===== src/logic/bfms_pkg.sv =====
`default_nettype none
package bfms_pkg;
  // APB map
  localparam int APB_AW = 8;
  localparam logic [APB_AW-1:0] OFS_CTRL = 8'h00;
  localparam logic [APB_AW-1:0] OFS_STATUS = 8'h04;
  localparam logic [APB_AW-1:0] OFS_HICCUP = 8'h08;
  localparam int CTRL_EN_BIT = 0;
  localparam int CTRL_CLR_BIT = 1;
  localparam logic CTRL_EN_RST = 1'b1;
  localparam int ST_STATE_LSB = 0;
  localparam int ST_PG_BIT = 3;
  localparam int ST_OT_BIT = 4;
  localparam int ST_OC_BIT = 5;
  localparam int ST_OV_BIT = 6;
  localparam int ST_MARG_BIT = 7;
  localparam int HIC_W = 8;
  // Consecutive PWM cycle limits and dummy ramp count
  localparam int OC_LIMIT = 8;
  localparam int UV_LIMIT = 8;
  localparam int OV_LIMIT = 32;
  localparam logic [1:0] DUMMY_CYCLES = 2'h3;
  // Timing
  localparam int CLK_PERIOD_NS = 100;
  localparam int PG_FILTER_NS = 1000;
  localparam int PG_FILTER_CYC = (PG_FILTER_NS + CLK_PERIOD_NS - 1) / CLK_PERIOD_NS;

  typedef enum logic [2:0] {
    ST_OFF = 3'h0,
    ST_RAMP = 3'h1,
    ST_RUN = 3'h3,
    ST_DISCH = 3'h2,
    ST_DUMMY = 3'h6,
    ST_OVOFF = 3'h7
  } bfms_state_t;

  typedef enum logic [1:0] {
    PG_IDLE = 2'h0,
    PG_CHARGE = 2'h1,
    PG_DISCH = 2'h3,
    PG_HIGH = 2'h2
  } bfms_pg_t;

  // Comparator and strap levels arriving from the analog side
  typedef struct packed {
    logic bias_por_ok;
    logic ss_above_1v;
    logic ss_at_3v3;
    logic ss_empty;
    logic pwm_demand;
    logic osc_cycle;
    logic phase_below_overcurrent_threshold_pin;
    logic phase_negative;
    logic hs_gs_low;
    logic ls_gs_low;
    logic fb_in_window;
    logic fb_below_uv;
    logic fb_above_ov;
    logic temp_over_hi;
    logic temp_below_lo;
    logic delay_capacitor_pin_at_2v5;
    logic delay_capacitor_pin_empty;
    logic margin_set_mode_pin;
    logic margin_select_a;
    logic margin_select_b;
  } bfms_pins_t;
endpackage
`default_nettype wire


===== src/logic/bfms_sequencer.sv =====
`timescale 1ns/100ps
`default_nettype none
// Operation
// - Soft-start begins only once the bias rail passes its power-on threshold.
// - Soft-start pin below 1V keeps both gates tri-stated, no switching.
// - Soft-start capacitor charges from a 10uA source from 0V to 3.3V.
// - Reference follows the ramp, 0V to 0.6V as pin goes 1V to 1.6V.
// - Switch node below overcurrent threshold with high side on ends the pulse.
// - Eight consecutive overcurrent cycles outside soft-start start hiccup.
// - Hiccup discharges, runs three dummy ramps, output ramps on the fourth.
// - Pulse limiting stays active in soft-start; hiccup counter held reset.
// - Margining switches its current onto feedback, sign by direction.
// - Margin slew charges or discharges the delay capacitor at 100uA.
// - Delay capacitor belongs to power-good when low, margining when high.
// - Mode pin high disables margining; select A picks internal reference.
// - Power-good needs feedback within 10 percent and a finished ramp.
// - After ramp, charge delay capacitor to 2.5V, discharge, then power-good.
// - Power-good drops after a 1us filter once feedback leaves the window.
// - Switching stops above 150C and resumes at 130C.
// - Feedback under 15 percent for eight cycles enters hiccup.
// - Feedback 15 percent over reference holds the low side gate on.
// - Overvoltage for 32 cycles tri-states gates; undervoltage then hiccups.
// - Each gate waits for the opposite gate-source voltage below 1V.
// - During start-up the low side turns off once switch node goes negative.
module bfms_sequencer
  import bfms_pkg::*;
#(
  parameter int PG_FILT = PG_FILTER_CYC,
  parameter int OC_N = OC_LIMIT,
  parameter int UV_N = UV_LIMIT,
  parameter int OV_N = OV_LIMIT
) (
  input wire logic pclk,
  input wire logic presetn,
  input wire logic psel,
  input wire logic penable,
  input wire logic pwrite,
  input wire logic [APB_AW-1:0] paddr,
  input wire logic [31:0] pwdata,
  output logic [31:0] prdata,
  output logic pready,
  output logic pslverr,
  input wire bfms_pins_t pins,
  output logic high_side_gate,
  output logic low_side_gate,
  output logic gate_drive_en,
  output logic ss_charge_en,
  output logic ss_discharge_en,
  output logic ref_track_en,
  output logic use_internal_ref,
  output logic margin_current_en,
  output logic margin_raise,
  output logic delay_capacitor_pin_pg_charge,
  output logic delay_capacitor_pin_slew_charge,
  output logic delay_capacitor_pin_slew_discharge,
  output logic delay_capacitor_pin_fast_discharge,
  output logic power_good,
  output logic power_good_oe
);
  localparam int FW = $clog2(PG_FILT + 1);

  if (PG_FILT < 1 || OC_N < 1 || UV_N < 1 || OV_N < 1) begin : g_bad_param
    $error("filter and fault limits must be at least one");
  end

  // Pins are asynchronous to pclk
  bfms_pins_t s1_q, s2_q;
  always_ff @(posedge pclk or negedge presetn) begin
    if (!presetn) begin
      s1_q <= '0;
      s2_q <= '0;
    end else begin
      s1_q <= pins;
      s2_q <= s1_q;
    end
  end

  logic osc_q;
  logic tick;
  always_ff @(posedge pclk or negedge presetn) begin
    if (!presetn) begin
      osc_q <= 1'b0;
    end else begin
      osc_q <= s2_q.osc_cycle;
    end
  end
  assign tick = s2_q.osc_cycle & ~osc_q;

  // Sequencing
  bfms_state_t state_q, state_d;
  logic ctrl_en_q;
  logic [1:0] dummy_q;
  logic en_ok, run, ovoff, oc_hit, uv_hit, ov_hit, ot_q;
  assign en_ok = s2_q.bias_por_ok & ctrl_en_q;
  assign run = state_q == ST_RUN;
  assign ovoff = state_q == ST_OVOFF;

  always_comb begin
    state_d = state_q;
    case (state_q)
      ST_OFF: if (en_ok) state_d = ST_RAMP;
      ST_RAMP: if (s2_q.ss_at_3v3) state_d = ST_RUN;
      ST_RUN: begin
        if (oc_hit) begin
          state_d = ST_DISCH;
        end else if (uv_hit) begin
          state_d = ST_DISCH;
        end else if (ov_hit) begin
          state_d = ST_OVOFF;
        end else if (!s2_q.ss_above_1v) begin
          state_d = ST_RAMP;
        end
      end
      ST_OVOFF: if (uv_hit) state_d = ST_DISCH;
      ST_DISCH: begin
        if (s2_q.ss_empty) begin
          state_d = (dummy_q == DUMMY_CYCLES) ? ST_RAMP : ST_DUMMY;
        end
      end
      ST_DUMMY: if (s2_q.ss_at_3v3) state_d = ST_DISCH;
      default: state_d = ST_OFF;
    endcase
    if (!en_ok) begin
      state_d = ST_OFF;
    end
  end

  always_ff @(posedge pclk or negedge presetn) begin
    if (!presetn) begin
      state_q <= ST_OFF;
    end else begin
      state_q <= state_d;
    end
  end

  always_ff @(posedge pclk or negedge presetn) begin
    if (!presetn) begin
      dummy_q <= 2'h0;
    end else if (run || ovoff) begin
      dummy_q <= 2'h0;
    end else if (state_q == ST_DUMMY && state_d == ST_DISCH) begin
      dummy_q <= dummy_q + 2'h1;
    end
  end

  always_ff @(posedge pclk or negedge presetn) begin
    if (!presetn) begin
      ss_charge_en <= 1'b0;
      ss_discharge_en <= 1'b0;
      ref_track_en <= 1'b0;
    end else begin
      ss_charge_en <= state_q == ST_RAMP || state_q == ST_DUMMY;
      ss_discharge_en <= state_q == ST_DISCH;
      ref_track_en <= (state_q == ST_RAMP || run) && s2_q.ss_above_1v;
    end
  end

  // Fault counters, cleared outside ST_RUN (undervoltage also counts in ST_OVOFF) so soft-start cannot trip
  logic oc_now, oc_cycle_q;
  assign oc_now = high_side_gate & s2_q.phase_below_overcurrent_threshold_pin;

  bfms_cyc_count #(.LIMIT(OC_N)) u_oc_count (
    .pclk(pclk),
    .presetn(presetn),
    .clear(!run),
    .tick(tick),
    .cond(oc_cycle_q | oc_now),
    .hit(oc_hit)
  );
  bfms_cyc_count #(.LIMIT(UV_N)) u_uv_count (
    .pclk(pclk),
    .presetn(presetn),
    .clear(!(run || ovoff)),
    .tick(tick),
    .cond(s2_q.fb_below_uv),
    .hit(uv_hit)
  );
  bfms_cyc_count #(.LIMIT(OV_N)) u_ov_count (
    .pclk(pclk),
    .presetn(presetn),
    .clear(!run),
    .tick(tick),
    .cond(s2_q.fb_above_ov),
    .hit(ov_hit)
  );

  always_ff @(posedge pclk or negedge presetn) begin
    if (!presetn) begin
      ot_q <= 1'b0;
    end else if (s2_q.temp_over_hi) begin
      ot_q <= 1'b1;
    end else if (s2_q.temp_below_lo) begin
      ot_q <= 1'b0;
    end
  end

  // Gate drive
  logic switching, ov_now, hs_want, ls_want, de_off_q, ov_q;
  assign switching = (state_q == ST_RAMP || run) && s2_q.ss_above_1v && !ot_q;
  assign ov_now = run & s2_q.fb_above_ov;
  assign hs_want = switching & s2_q.pwm_demand & ~oc_now & ~oc_cycle_q & ~ov_now;
  assign ls_want = switching & ((~s2_q.pwm_demand & ~de_off_q) | ov_now);

  always_ff @(posedge pclk or negedge presetn) begin
    if (!presetn) begin
      oc_cycle_q <= 1'b0;
    end else if (oc_now) begin
      oc_cycle_q <= 1'b1;
    end else if (tick) begin
      oc_cycle_q <= 1'b0;
    end
  end

  // Set wins so a negative node at the cycle edge is not missed
  always_ff @(posedge pclk or negedge presetn) begin
    if (!presetn) begin
      de_off_q <= 1'b0;
    end else if (state_q == ST_RAMP && low_side_gate && s2_q.phase_negative) begin
      de_off_q <= 1'b1;
    end else if (tick || state_q != ST_RAMP) begin
      de_off_q <= 1'b0;
    end
  end

  always_ff @(posedge pclk or negedge presetn) begin
    if (!presetn) begin
      high_side_gate <= 1'b0;
      low_side_gate <= 1'b0;
      gate_drive_en <= 1'b0;
      ov_q <= 1'b0;
    end else begin
      high_side_gate <= hs_want & s2_q.ls_gs_low & ~low_side_gate;
      low_side_gate <= ls_want & s2_q.hs_gs_low & ~high_side_gate;
      gate_drive_en <= (state_q == ST_RAMP || run) && s2_q.ss_above_1v;
      ov_q <= ov_now;
    end
  end

  // Power-good and delay capacitor
  bfms_pg_t pg_q, pg_d;
  logic [FW-1:0] filt_q;
  always_comb begin
    pg_d = pg_q;
    case (pg_q)
      PG_IDLE: if (run) pg_d = PG_CHARGE;
      PG_CHARGE: if (s2_q.delay_capacitor_pin_at_2v5) pg_d = PG_DISCH;
      PG_DISCH: if (s2_q.delay_capacitor_pin_empty && s2_q.fb_in_window) pg_d = PG_HIGH;
      PG_HIGH: if (!s2_q.fb_in_window && filt_q == FW'(PG_FILT - 1)) pg_d = PG_IDLE;
      default: pg_d = PG_IDLE;
    endcase
    if (!run) begin
      pg_d = PG_IDLE;
    end
  end

  always_ff @(posedge pclk or negedge presetn) begin
    if (!presetn) begin
      pg_q <= PG_IDLE;
      filt_q <= '0;
    end else begin
      pg_q <= pg_d;
      filt_q <= (pg_q == PG_HIGH && !s2_q.fb_in_window) ? filt_q + FW'(1) : '0;
    end
  end

  // Margining; both selects high keeps the previous choice
  logic mode_high, sel_on_q, sel_up_q, marg_on;
  assign mode_high = s2_q.margin_set_mode_pin;
  assign marg_on = ~mode_high & sel_on_q;
  always_ff @(posedge pclk or negedge presetn) begin
    if (!presetn) begin
      sel_on_q <= 1'b0;
      sel_up_q <= 1'b0;
    end else begin
      case ({s2_q.margin_select_a, s2_q.margin_select_b})
        2'h0: sel_on_q <= 1'b0;
        2'h1: begin
          sel_on_q <= 1'b1;
          sel_up_q <= 1'b1;
        end
        2'h2: begin
          sel_on_q <= 1'b1;
          sel_up_q <= 1'b0;
        end
        default: sel_on_q <= sel_on_q;
      endcase
    end
  end

  always_ff @(posedge pclk or negedge presetn) begin
    if (!presetn) begin
      power_good <= 1'b0;
      power_good_oe <= 1'b1;
      delay_capacitor_pin_pg_charge <= 1'b0;
      delay_capacitor_pin_fast_discharge <= 1'b0;
      delay_capacitor_pin_slew_charge <= 1'b0;
      delay_capacitor_pin_slew_discharge <= 1'b0;
      margin_current_en <= 1'b0;
      margin_raise <= 1'b0;
      use_internal_ref <= 1'b1;
    end else begin
      power_good <= pg_d == PG_HIGH;
      power_good_oe <= pg_d != PG_HIGH;
      delay_capacitor_pin_pg_charge <= pg_d == PG_CHARGE;
      delay_capacitor_pin_fast_discharge <= pg_d == PG_DISCH;
      delay_capacitor_pin_slew_charge <= pg_d == PG_HIGH && marg_on;
      delay_capacitor_pin_slew_discharge <= pg_d == PG_HIGH && !marg_on;
      margin_current_en <= pg_d == PG_HIGH && marg_on;
      margin_raise <= sel_up_q;
      use_internal_ref <= ~mode_high | s2_q.margin_select_a;
    end
  end

  // APB slave, one wait state
  logic [HIC_W-1:0] hic_q;
  logic [31:0] rdata;
  logic addr_ok, wr_fire;
  assign wr_fire = psel & penable & pready & pwrite;

  always_comb begin
    rdata = '0;
    addr_ok = 1'b1;
    case (paddr)
      OFS_CTRL: rdata[CTRL_EN_BIT] = ctrl_en_q;
      OFS_STATUS: begin
        rdata[ST_STATE_LSB +: 3] = state_q;
        rdata[ST_PG_BIT] = power_good;
        rdata[ST_OT_BIT] = ot_q;
        rdata[ST_OC_BIT] = oc_cycle_q;
        rdata[ST_OV_BIT] = ov_q;
        rdata[ST_MARG_BIT] = margin_current_en;
      end
      OFS_HICCUP: rdata[HIC_W-1:0] = hic_q;
      default: addr_ok = 1'b0;
    endcase
  end

  always_ff @(posedge pclk or negedge presetn) begin
    if (!presetn) begin
      pready <= 1'b0;
      pslverr <= 1'b0;
      prdata <= '0;
    end else begin
      pready <= psel & penable & ~pready;
      pslverr <= psel & penable & ~pready & ~addr_ok;
      if (psel && penable && !pready && !pwrite) begin
        prdata <= rdata;
      end
    end
  end

  always_ff @(posedge pclk or negedge presetn) begin
    if (!presetn) begin
      ctrl_en_q <= CTRL_EN_RST;
    end else if (wr_fire && paddr == OFS_CTRL) begin
      ctrl_en_q <= pwdata[CTRL_EN_BIT];
    end
  end

  // Counting a new hiccup outranks a software clear
  always_ff @(posedge pclk or negedge presetn) begin
    if (!presetn) begin
      hic_q <= '0;
    end else if ((run || ovoff) && state_d == ST_DISCH) begin
      hic_q <= (&hic_q) ? hic_q : hic_q + HIC_W'(1);
    end else if (wr_fire && paddr == OFS_CTRL && pwdata[CTRL_CLR_BIT]) begin
      hic_q <= '0;
    end
  end

  // Helper count of out-of-window cycles while good; saturates so it never wraps
  logic [FW-1:0] out_cnt_q;
  always_ff @(posedge pclk or negedge presetn) begin
    if (!presetn) begin
      out_cnt_q <= '0;
    end else if (power_good && !s2_q.fb_in_window) begin
      out_cnt_q <= (out_cnt_q == FW'(PG_FILT)) ? out_cnt_q : out_cnt_q + FW'(1);
    end else begin
      out_cnt_q <= '0;
    end
  end
endmodule // bfms_sequencer
`default_nettype wire


===== src/logic/bfms_cyc_count.sv =====
`timescale 1ns/100ps
`default_nettype none
module bfms_cyc_count
  import bfms_pkg::*;
#(
  parameter int LIMIT = OC_LIMIT
) (
  input wire logic pclk,
  input wire logic presetn,
  input wire logic clear,
  input wire logic tick,
  input wire logic cond,
  output logic hit
);
  localparam int CW = $clog2(LIMIT + 1);
  logic [CW-1:0] cnt_q;

  if (LIMIT < 1) begin : g_bad_limit
    $error("LIMIT must be at least one");
  end

  always_ff @(posedge pclk or negedge presetn) begin
    if (!presetn) begin
      cnt_q <= '0;
    end else if (clear) begin
      cnt_q <= '0;
    end else if (tick) begin
      if (!cond) begin
        cnt_q <= '0;
      end else if (cnt_q != CW'(LIMIT)) begin
        cnt_q <= cnt_q + CW'(1);
      end
    end
  end

  assign hit = cnt_q == CW'(LIMIT);
endmodule // bfms_cyc_count
`default_nettype wire


===== config.mk =====
export PLATFORM = sky130hd
export DESIGN_NAME = bfms_sequencer
export DESIGN_NICKNAME = d
export VERILOG_FILES = /design/src/logic/bfms_pkg.sv /design/src/logic/bfms_sequencer.sv /design/src/logic/bfms_cyc_count.sv
export SDC_FILE = /design/constraint.sdc
export NUM_CORES = 1
export LEC_CHECK = 0
export ABC_AREA = 1
export BUFFER_PORTS_ARGS = -buffer_cell sky130_fd_sc_hd__buf_4
export CORE_AREA = 4 4 127 129
export CTS_BUF_LIST = sky130_fd_sc_hd__clkbuf_4 sky130_fd_sc_hd__clkbuf_8
export CTS_CLUSTER_SIZE = 28
export DETAILED_ROUTE_END_ITERATION = 12
export DIE_AREA = 0 0 131 133
export GPL_TIMING_DRIVEN = 1
export PLACE_DENSITY = 0.55
export SYNTH_ARGS = -nofsm -noshare
export SYNTH_HDL_FRONTEND = slang
export SYNTH_SLANG_ARGS = --single-unit

===== constraint.sdc =====
create_clock -name pclk -period 1.9 [get_ports pclk]
set_input_delay 0.285 -clock pclk [delete_from_list [all_inputs] [get_ports pclk]]
set_output_delay 0.285 -clock pclk [all_outputs]
set_load 0.05 [all_outputs]

==> metrics.md <==
| Metric | Value |
|---|---|
| Critical path class | flip-flop to flip-flop |
| Yosys reg bits | about 100 |
| Syn-to-layout area delta | 28.1% |
| Crit end category | flip-flop |
| RSZ-0062 raised after global routing | yes |
| CP Depth | 11 |
| Bufs and invs on worst path | 1 |
| Post-Syn Area | roughly 4400 µm² |
| Most frequent cells in the layout | dfrtp_1, buf_4, nand2_1 |
| Gpl congestion | between 0.8 and 0.9 |
| Max Cap Viol | 0 |
| Total gr overflow | 0 |
| Die X-Extent | 131 µm |
| CTS Root Cell | clkbuf_8 |
| Antenna violations before repair | 0 |
| Tcrit/Tclk final | 0.978 |
| GRT Util Overall | 0.102 |
| CP required | about 2.2 ns |
| CTS tree | yes |
| Yosys Warn Count | 0 |
| Worst path max stage delay | between 0.4 and 0.5 ns |
| Cells after Synth | 447 |
| Final wirelength | 8630 µm |
| Initial core utilization | 0.292 |
| Die Y | between 100 and 150 µm |
| Sw frac | 0.268 |
| Final ANT Viol Nets | 0 |
| Max-slew violations | 0 |
| Max rail drop VDD | 0.000421 V |
| Final Util | 0.375 |
| Cell family with most CP delay | simple AND/OR/NAND/NOR gates |
| CTS clock-pin slew for the worst setup and hold paths | 0.10 ns |
| Startpoint Class | flip-flop |
| Most common cell after layout, fill and taps aside | dfrtp_1 |
| Number of global-route vias before repair | ~3100 |
| Distinct cells, synth | 37 |
| Crit path DAT | between 2 and 2.5 ns |
| Post-route DRC | 0 |
| Worst path slowest cell | dfrtp_1 |
| Final setup viols | 0 |
| Via count | 3193 |
| Rows | 45 |
| Maximum buffer depth of the clock tree | 2 |
| Initial drt markers | 214 |
| # fillers | approximately 1500 |
| Layout Cells excl Fill | roughly 740 |
| Post-Syn Area per Cell | between 9 and 10 µm² |
| Final min period | around 1.9 ns |
| Power Internal | around 3.1 mW |
| Fmax | approximately 0.54 GHz |
| Post-DR wirelength/cell | between 10 and 15 µm |
| Core area | 15000 µm² |
| Worst-Margin Slew | roughly 0.56 ns |
| Via/cell ratio | ~4.3 |
| CP cell instances | inv_2 > ha_4 > nand2_4 > nor2_4 > nor2_2 > nor2_1 > nand3_1 > nor2_4 > nand4_4 > nand3_2 > nand2_1 |
| Die area | between 15000 and 20000 µm² |
| Htree depth | 3 |
| Clk Latency, worst-skew pair | about 0.37 ns |
| Fraction of layout cells with a size suffix above 1 | 0.262 |
| Status | finished, final reports clean |
| Pwr dens | between 700 and 800 nW/µm² |
| Global-route wire length before repair | around 14000 µm |
| Largest net degree at the start of global routing | 46 |
| Port Buf Inserts | between 50 and 60 |
| Worst slew margin | 0.629 |
| DRT Pass-1 Iters | 4 |
| DP HPWL | 6400 µm |
| CTS buffer count | 9 |
| Sequential share of the synthesized area | 0.593 |
| R2r worst-path depth | 11 |
| Dpl cells | about 700 |
| Multi-input gate area | 1580 µm² |
| Fin. Hold Viols | 0 |
| Comb power frac | 0.113 |
| LEAKAGE | 2.83 nW |
| Clock network power share | 0.334 |
| Worst Clk Skew | around 0.011 ns |
| P_sw | between 1 and 1.5 mW |
| Clk sinks | ~100 |
| Worst min path class | input port to flip-flop |
| Cells on Worst Hold Path | 1 |
| Total area of sequential cells | 2610 µm² |
| Max FO, Critical Path | 8 |
| Diode count | 0 |
| Most used cell, CP | nor2_4 |
| Nets | 625 |
| Reg power frac | 0.554 |
| IO Pins | 114 |
layer usage:
metal,vias up,global-route usage,routed length [µm]
met5,-,0,0
met4,0,0.0274,110
met3,13,0.0315,508
met2,87,0.160,4040
met1,1509,0.138,3960
li1,1584,-,-
through the flow:
step / instance area (µm²) / hold WS (ns) / setup WS (ns) / power, mW / TNS (ns)
final: 5630 / 0.0303 / 0.0409 / 4.22 / 0
after global routing: 5630 / 0.00691 / -0.0683 / 4.42 / -0.540
after CTS: 5340 / 0.000139 / 0.00320 / 4.28 / 0
after detailed placement: 5030 / 0.312 / -0.0558 / 2.83 / -0.369
after global placement: 5030 / 0.308 / -0.00197 / 2.82 / -0.00267
after floorplan: 4480 / -0.0106 / 0.238 / 2.68 / 0
cell type report:
| class | count | share of cell area |
|---|---|---|
| multi-input combinational | 279 | 0.281 |
| sequential | 104 | 0.463 |
| inverter | 59 | 0.0398 |
| clock buffer | 10 | 0.0233 |
| timing repair buffer | 95 | 0.137 |
| clock inverter | 6 | 0.0133 |
| tap | 188 | 0.0418 |
synthesized netlist by cell type:
master / count / area share
dfrtp_1: 101 / 0.57
nand2_1: 77 / 0.066
inv_1: 54 / 0.046
nor2_1: 41 / 0.035
nand3_1: 36 / 0.041
buf_4: 26 / 0.044
o21ai_0: 20 / 0.023
ha_1: 12 / 0.034
nor3_1: 11 / 0.013
a21oi_1: 9 / 0.010
a31oi_1: 7 / 0.010
nand3b_1: 6 / 0.010
inv_2: 5 / 0.0043
nand2_2: 4 / 0.0057
xor2_1: 4 / 0.0080
dfstp_2: 3 / 0.018
nand3_2: 3 / 0.0068
nor3b_1: 3 / 0.0051
or2_2: 3 / 0.0043
nand4_1: 2 / 0.0028
nor2_2: 2 / 0.0028
nor2_4: 2 / 0.0051
nor4_1: 2 / 0.0028
a21oi_4: 1 / 0.0037
a22oi_1: 1 / 0.0017
a31o_2: 1 / 0.0020
buf_2: 1 / 0.0011
clkbuf_1: 1 / 0.00085
conb_1: 1 / 0.00085
mux2_2: 1 / 0.0026
nand2_4: 1 / 0.0026
nand4_2: 1 / 0.0028
nor4b_1: 1 / 0.0020
o21ai_2: 1 / 0.0020
o21bai_1: 1 / 0.0017
o22ai_1: 1 / 0.0014
xnor2_1: 1 / 0.0020
kinds of logic (layout without fill, tap and decap cells):
group                    after synthesis  count (layout)  share of synthesized area
AND/OR/NAND/NOR                      195             195                      0.207
adder cells (fa/ha/maj)               12              12                     0.0341
buffers and inverters                 87             170                     0.0968
AO/OA/AOI/OAI                         42              42                     0.0555
XOR/XNOR                               5               5                    0.00996
flip-flops                           104             104                      0.593
multiplexers                           1               1                    0.00256
other                                  1              24                   0.000853
registers in the layout (all words and copies together), names as in the netlist, 4 cells and up:
name,count
hic_q,8
filt_q,4
s1_q,20
u_oc_count.cnt_q,4
u_uv_count.cnt_q,4
u_ov_count.cnt_q,6
prdata,8
s2_q,19
path summary, 6_finish.rpt:
kind / to / slack (ns) / start
max in group asynchronous: use_internal_ref / 0.85 / presetn
worst max-delay path: hic_q[2] / 0.04 / u_uv_count.cnt_q[1]
min in group asynchronous: s1_q[0] / 0.44 / presetn
worst max register to register: hic_q[2] / 0.04 / u_uv_count.cnt_q[1]
worst min-delay path: s1_q[16] / 0.03 / pins[16]
worst min register to register: s2_q[4] / 0.36 / s1_q[4]
power by group through the flow:
stage	clock [mW]	sequential [mW]	combinational, mW
finish	1.41	2.33	0.476
global placement	0	2.38	0.447
CTS	1.47	2.34	0.465
floorplan	0	2.48	0.199
detailed placement	0	2.38	0.452
global route	1.56	2.34	0.516
what timing repair did:
action	CTS	global route
setup buffers	0	9
resized for setup	4	31
hold buffers	8	11
hold endpoints to repair	43	11
setup endpoints to repair	8	11
pin swaps	0	22
(Power assumes the default switching activity.)
